File: src/rtl/pfps_pkg.sv
package pfps_pkg;

  // Word byte addresses on the register bus
  localparam logic [11:0] ADDR_POWER_SOURCE = 12'h000;
  localparam logic [11:0] ADDR_INPUT_SELECT_0 = 12'h004;

  localparam logic [7:0] POWER_SOURCE_RESET = 8'h00;
  localparam logic [7:0] INPUT_SELECT_RESET = 8'h00;
  localparam logic [7:0] POWER_SOURCE_MASK = 8'h03;
  localparam logic [7:0] INPUT_SELECT_MASK = 8'h3f;

  localparam int POWER_AUX_BIT = 1;
  localparam int CS_FIELD_LSB = 4;
  localparam int PTP_FIELD_LSB = 2;
  localparam int STP_FIELD_LSB = 0;

  localparam logic [1:0] CS_CODE_NONE = 2'h0;
  localparam logic [1:0] CS_CODE_A2 = 2'h2;

  localparam logic [1:0] HTRANS_NONSEQ = 2'h2;
  localparam logic [2:0] HSIZE_WORD = 3'h2;

  typedef struct packed {
    logic port_a_bit_two;
    logic port_a_bit_three;
    logic port_b_bit_two;
    logic port_b_bit_four;
    logic port_e_bit_two;
    logic port_e_bit_three;
  } pfps_pins_t;

  typedef struct packed {
    logic serial_chip_select_in;
    logic serial_chip_select_valid;
    logic periodic_timer_capture_in;
    logic standard_timer_capture_in;
  } pfps_periph_t;

endpackage

File: src/rtl/pfps_top.sv
// Function
// - Upper power field bit selects auxiliary supply
// - Power register bits 7 to 2 read zero
// - Power and input selection register families
// - Chip-select source: 01 A3, 10 A2, 11 A3
// - Periodic capture source: B2 or B4
// - Standard capture source: E2 or E3
// - Input select bits 7,6 zero; reset zero
//
// Our own choices: the placing of the registers and the AHB-Lite slave port.
`timescale 1ns/100ps
`default_nettype none

module pfps_top #(
  parameter int ADDR_W = 12
) (
  input wire logic core_clk,
  input wire logic rst_b,
  input wire logic clk_en,
  input wire logic hsel,
  input wire logic [ADDR_W-1:0] haddr,
  input wire logic [1:0] htrans,
  input wire logic hwrite,
  input wire logic [2:0] hsize,
  input wire logic [31:0] hwdata,
  input wire logic hready,
  output logic hreadyout,
  output logic hresp,
  output logic [31:0] hrdata,
  input wire pfps_pkg::pfps_pins_t pins_async,
  output pfps_pkg::pfps_periph_t periph,
  output logic port_f_aux_supply_sel,
  output logic [7:0] input_source_select_n
);

  // The decode compares against 12-bit offsets
  if (ADDR_W < 12) begin : g_addr_w_check
    $error("ADDR_W must be at least 12");
  end

  logic [7:0] port_f_power_source_select_ff;
  logic [7:0] input_source_select_0_ff;
  logic [7:0] nxt_power;
  logic [7:0] nxt_input;
  logic wr_pend_ff;
  logic [ADDR_W-1:0] wr_addr_ff;
  logic [31:0] hrdata_ff;
  logic [31:0] nxt_hrdata;
  pfps_pkg::pfps_pins_t pins_meta_ff;
  pfps_pkg::pfps_pins_t pins_sync_ff;

  wire logic addr_phase;
  wire logic rd_req;
  wire logic wr_power;
  wire logic wr_input;
  wire logic [ADDR_W-1:0] addr_word;

  // Two-stage synchroniser on pin inputs
  always_ff @(posedge core_clk) begin
    if (!rst_b) begin
      pins_meta_ff <= '0;
      pins_sync_ff <= '0;
    end else if (clk_en) begin
      pins_meta_ff <= pins_async;
      pins_sync_ff <= pins_meta_ff;
    end
  end

  assign addr_phase = hsel && hready && (htrans == pfps_pkg::HTRANS_NONSEQ);
  assign rd_req = addr_phase && !hwrite;
  assign addr_word = {haddr[ADDR_W-1:2], 2'b00};
  assign wr_power = wr_pend_ff && (wr_addr_ff == ADDR_W'(pfps_pkg::ADDR_POWER_SOURCE));
  assign wr_input = wr_pend_ff && (wr_addr_ff == ADDR_W'(pfps_pkg::ADDR_INPUT_SELECT_0));

  // Unimplemented bits masked on write so they always read zero
  assign nxt_power = wr_power ? (hwdata[7:0] & pfps_pkg::POWER_SOURCE_MASK) :
    port_f_power_source_select_ff;
  assign nxt_input = wr_input ? (hwdata[7:0] & pfps_pkg::INPUT_SELECT_MASK) :
    input_source_select_0_ff;

  // Read data forwards a write landing at the same edge
  assign nxt_hrdata =
    !rd_req ? 32'h0000_0000 :
    (addr_word == ADDR_W'(pfps_pkg::ADDR_POWER_SOURCE)) ?
      {24'h00_0000, nxt_power} :
    (addr_word == ADDR_W'(pfps_pkg::ADDR_INPUT_SELECT_0)) ?
      {24'h00_0000, nxt_input} :
    32'h0000_0000;

  always_ff @(posedge core_clk) begin
    if (!rst_b) begin
      wr_pend_ff <= 1'b0;
      wr_addr_ff <= '0;
      hrdata_ff <= 32'h0000_0000;
      port_f_power_source_select_ff <= pfps_pkg::POWER_SOURCE_RESET;
      input_source_select_0_ff <= pfps_pkg::INPUT_SELECT_RESET;
    end else if (clk_en) begin
      wr_pend_ff <= addr_phase && hwrite;
      wr_addr_ff <= addr_word;
      hrdata_ff <= nxt_hrdata;
      port_f_power_source_select_ff <= nxt_power;
      input_source_select_0_ff <= nxt_input;
    end
  end

  // Zero wait states; unmapped addresses read zero and ignore writes
  assign hreadyout = 1'b1;
  assign hresp = 1'b0;
  assign hrdata = hrdata_ff;

  // Software must have set the supply pin function beforehand
  assign port_f_aux_supply_sel =
    port_f_power_source_select_ff[pfps_pkg::POWER_AUX_BIT];
  assign input_source_select_n = input_source_select_0_ff;

  pfps_input_route u_route (
    .input_source_select_0(input_source_select_0_ff),
    .pins(pins_sync_ff),
    .periph(periph)
  );

endmodule

`default_nettype wire

File: src/rtl/pfps_input_route.sv
`timescale 1ns/100ps
`default_nettype none

// Pure mux from pin inputs to peripheral inputs
module pfps_input_route (
  input wire logic [7:0] input_source_select_0,
  input wire pfps_pkg::pfps_pins_t pins,
  output pfps_pkg::pfps_periph_t periph
);

  wire logic [1:0] chip_select_source_field;
  wire logic [1:0] periodic_capture_source_field;
  wire logic [1:0] standard_capture_source_field;

  assign chip_select_source_field =
    input_source_select_0[pfps_pkg::CS_FIELD_LSB +: 2];
  assign periodic_capture_source_field =
    input_source_select_0[pfps_pkg::PTP_FIELD_LSB +: 2];
  assign standard_capture_source_field =
    input_source_select_0[pfps_pkg::STP_FIELD_LSB +: 2];

  // Code 00 has no source: input held low and flagged invalid
  assign periph.serial_chip_select_valid =
    (chip_select_source_field != pfps_pkg::CS_CODE_NONE);
  assign periph.serial_chip_select_in =
    (chip_select_source_field == pfps_pkg::CS_CODE_NONE) ? 1'b0 :
    (chip_select_source_field == pfps_pkg::CS_CODE_A2) ? pins.port_a_bit_two :
    pins.port_a_bit_three;
  // Only the low field bit matters
  assign periph.periodic_timer_capture_in = periodic_capture_source_field[0] ?
    pins.port_b_bit_four : pins.port_b_bit_two;
  assign periph.standard_timer_capture_in = standard_capture_source_field[0] ?
    pins.port_e_bit_three : pins.port_e_bit_two;

endmodule

`default_nettype wire

File: config.mk
export PLATFORM = sky130hd
export DESIGN_NAME = pfps_top
export DESIGN_NICKNAME = d
export VERILOG_FILES = /design/src/rtl/pfps_pkg.sv /design/src/rtl/pfps_top.sv /design/src/rtl/pfps_input_route.sv
export SDC_FILE = /design/constraint.sdc
export NUM_CORES = 1
export LEC_CHECK = 0
export BUFFER_PORTS_ARGS = -buffer_cell sky130_fd_sc_hd__buf_2
export CORE_AREA = 4 4 76 71
export DETAILED_ROUTE_END_ITERATION = 7
export DIE_AREA = 0 0 80 75
export PLACE_DENSITY = 0.86
export SLEW_MARGIN = 20
export SYNTH_ARGS = -nofsm -noshare
export SYNTH_HDL_FRONTEND = slang
export SYNTH_SLANG_ARGS = --single-unit
File: constraint.sdc
create_clock -name core_clk -period 4.25 [get_ports core_clk]
set_input_delay 0.2125 -clock core_clk [delete_from_list [all_inputs] [get_ports core_clk]]
set_output_delay 0.2125 -clock core_clk [all_outputs]
set_load 0.01 [all_outputs]
==> summary.md <==
| Metric | Value |
|---|---|
| Via count | `1655` |
| Reg area | `941 µm²` |
| Die Y | `75 µm` |
| Die X | `80 µm` |
| CP Buf/Inv Count | `0` |
| Maximum number of pins on one net before global-route repair | `42` |
| Post-synth ARST share | `0` |
| Crit path DAT | `2.19 ns` |
| Design Power | `0.000790 W` |
| TritonRoute pass-1 iters | `6` |
| Hold depth | `3` |
| Count of mapped cells out of synthesis | `226` |
| Unrepaired setup endpoints after global routing | `no` |
| CTS Buffer Depth | `2` |
| Setup crit end kind | `register` |
| Slew Limit Fails | `0` |
| GRT met2 Usage | `0.258` |
| Run status | `finished, final reports clean` |
| Row count | `24` |
| Reg clk slew, reported paths | `0.08 ns` |
| Largest family of logic cells by synthesized area | `simple AND/OR/NAND/NOR gates` |
| Antenna violations before repair | `0` |
| Final layout net count | `333` |
| Post-cts gate resize count | `0` |
| Vias in the first global route | `1488` |
| Fin area | `0.00253 mm²` |
| EDFF count, synth | `0` |
| Final Hold Viols | `0` |
| Multi-input logic area | `0.00113 mm²` |
| Drt via density | `4.90` |
| Initial Utilization | `0.482` |
| Post-synthesis mux area share | `0.170` |
| Fmax | `497 MHz` |
| Placement Cell Area | `0.00245 mm²` |
| First-pass GRT wire length | `7010 µm` |
| Critical Path Max Stage Delay | `0.67 ns` |
| R2R Setup Slk | `2.24 ns` |
| Leading cell types in the layout, fill and taps excluded | `50 x buf_2, 47 x dfxtp_1, 36 x mux2i_1` |
| R2r startpoint | `wr_addr_ff[4]` |
| Worst path cell trace | `nor4_1, nand4_1, mux2i_1, o221ai_1` |
| CTS hold repair buffers | `0` |
| N_diodes | `0` |
| Hold Path Class | `in -> reg` |
| Setup bufs post-CTS | `0` |
| Routed WL per cell | `12.8 µm` |
| 1st-iter DRT viols | `61` |
| Post-synthesis adder-cell area fraction | `0` |
| Skew final | `0.00275 ns` |
| Gr ovfl total | `0` |
| Worst Hold Launch | `pins_async[3]` |
| CTS Root Cell | `clkbuf_8` |
| XOR/XNOR Fraction of Synth Area | `0` |
| Register bit total from synthesis | `47` |
| Total of max-cap violations | `0` |
| CTS tree | `yes` |
| Yosys top cell area share | `0.417` |
| Reg2reg path depth | `4` |
| Startpoint types | `register` |
| Filler cell count | `449` |
| Hold Path Sink | `pins_meta_ff[3]` |
| M1 GR Usage | `0.182` |
| Compound-Gate Fraction of Synth Area | `0.0604` |
| Seq/Total Area, Yosys | `0.417` |
| Synth cell types | `35` |
| Total GRT Usage | `0.153` |
| Residual DRC count | `0` |
| Syn Std Cell Area | `0.00226 mm²` |
| Antenna Violating Nets Remaining | `0` |
| Die area | `0.00600 mm²` |
| CTS Buf Count | `5` |
| Worst Path Max Fanout | `5` |
| Share of post-route cells with drive strength above 1 | `0.242` |
| Reg-to-Reg End | `hrdata[5]` |
| Fin util | `0.540` |
| Crit path time final | `2.01 ns` |
| Hold_ws | `0.175 ns` |
| CTS sink cnt | `47` |
| Synthesis-to-layout area growth | `12.0%` |
| Syn Area/Cell | `9.99 µm²` |
| Maximum VDD drop | `0.237 mV` |
| Largest delay share family, worst path | `simple AND/OR/NAND/NOR gates` |
| Final setup fails | `0` |
| Ys flop type | `dfxtp_1` |
| Setup TNS | `0 ns` |
| Core area | `0.00468 mm²` |
| Worst-skew pair later-pin latency | `0.29 ns` |
| Leak | `1.14 nW` |
| Rel. slew slack | `0.499` |
| Buffers on Ports | `50` |
| DPL Wire Length | `3300 µm` |
| Routability congestion estimate | `0.857` |
| I/O pin total | `108` |
| Total Routed Length | `4330 µm` |
| Crit-path slowest cell | `nor4_1` |
| Commonest non-fill, non-tap cell in the layout | `buf_2` |
| Simple-gate area share of the yosys netlist | `0.229` |
| Worst Path Class, Setup | `reg -> reg` |
| Critical Path RT | `4.42 ns` |
| Grt peak-use layer | `met2` |
| # H-tree levels | `2` |
| Synth area leaders | `dfxtp_1 42%, mux2i_1 16%, nor2b_1 9.1%` |
| Power per Cell Area | `312 mW/mm²` |
| Synth warnings | `0` |
| Post-synth top area cell | `dfxtp_1` |
| Final period util | `0.474` |
| Worst-margin pin slew | `0.745 ns` |
| Global routing met3 resource utilization | `0.0478` |
where the power goes:
group	switching, W	internal (W)
clock network	0.000135	0.000115
registers	0.00000759	0.000451
logic	0.0000468	0.0000344
area by class of cell:
class / count / area share
Sequential cell: 47 / 0.372
Tap cell: 65 / 0.0322
Clock buffer: 7 / 0.0302
Clock inverter: 1 / 0.00198
Timing Repair Buffer: 50 / 0.0990
Multi-Input combinational cell: 157 / 0.448
Inverter: 11 / 0.0163
sequential cells by signal, summed over array words and instances, names as in the netlist:
signal and cells:
input_source_select_n 8, pins_sync_ff 6, hrdata 8, wr_pend_ff 1
wr_addr_ff 10, port_f_power_source_select_ff 8, pins_meta_ff 6
worst reg2reg max path: cells and delay by family (launching register included):
family          cells  cell delay [ns]
simple gates        2             1.13
flops               1             0.33
mux                 1             0.29
compound gates      1             0.14
per-stage QoR:
step,instances,setup WS (ns)
after CTS,338,2.22
after detailed placement,330,2.15
final,338,2.24
after floorplan,250,2.59
after global placement,330,2.17
after global routing,338,1.94
layer usage:
| layer | vias to the layer above | part of all wire |
|---|---|---|
| met1 | 767 | 0.41 |
| met5 | - | 0 |
| met2 | 56 | 0.49 |
| met4 | 0 | 0.016 |
| met3 | 8 | 0.078 |
| li1 | 824 | - |
worst max-delay path by stage:
stage / from / endpoint / slack, ns / cells after the start
4_1_cts: wr_addr_ff[4] / hrdata[5] / 2.22 / 4
6_report: wr_addr_ff[4] / hrdata[5] / 2.24 / 4
2_1_floorplan: wr_addr_ff[11] / hrdata[2] / 2.59 / 4
5_1_grt: wr_addr_ff[4] / hrdata[5] / 1.94 / 4
3_3_place_gp: rst_b / hrdata[3] / 2.17 / 5
3_5_place_dp: rst_b / hrdata[3] / 2.15 / 5
kinds of logic after synthesis:
logic type      after synthesis
compound gates               18
buf+inv                      46
flops                        47
mux                          38
other cells                   2
simple gates                 75
cells in the mapped netlist, drive strengths merged (5+ instances only):
master / number
and3: 7
buf: 30
clkbuf: 5
dfxtp: 47
inv: 11
mux2i: 36
nand2: 12
nor2b: 33
nor4: 5
o221ai: 6
Note: power is estimated with default switching activity, not from simulation.
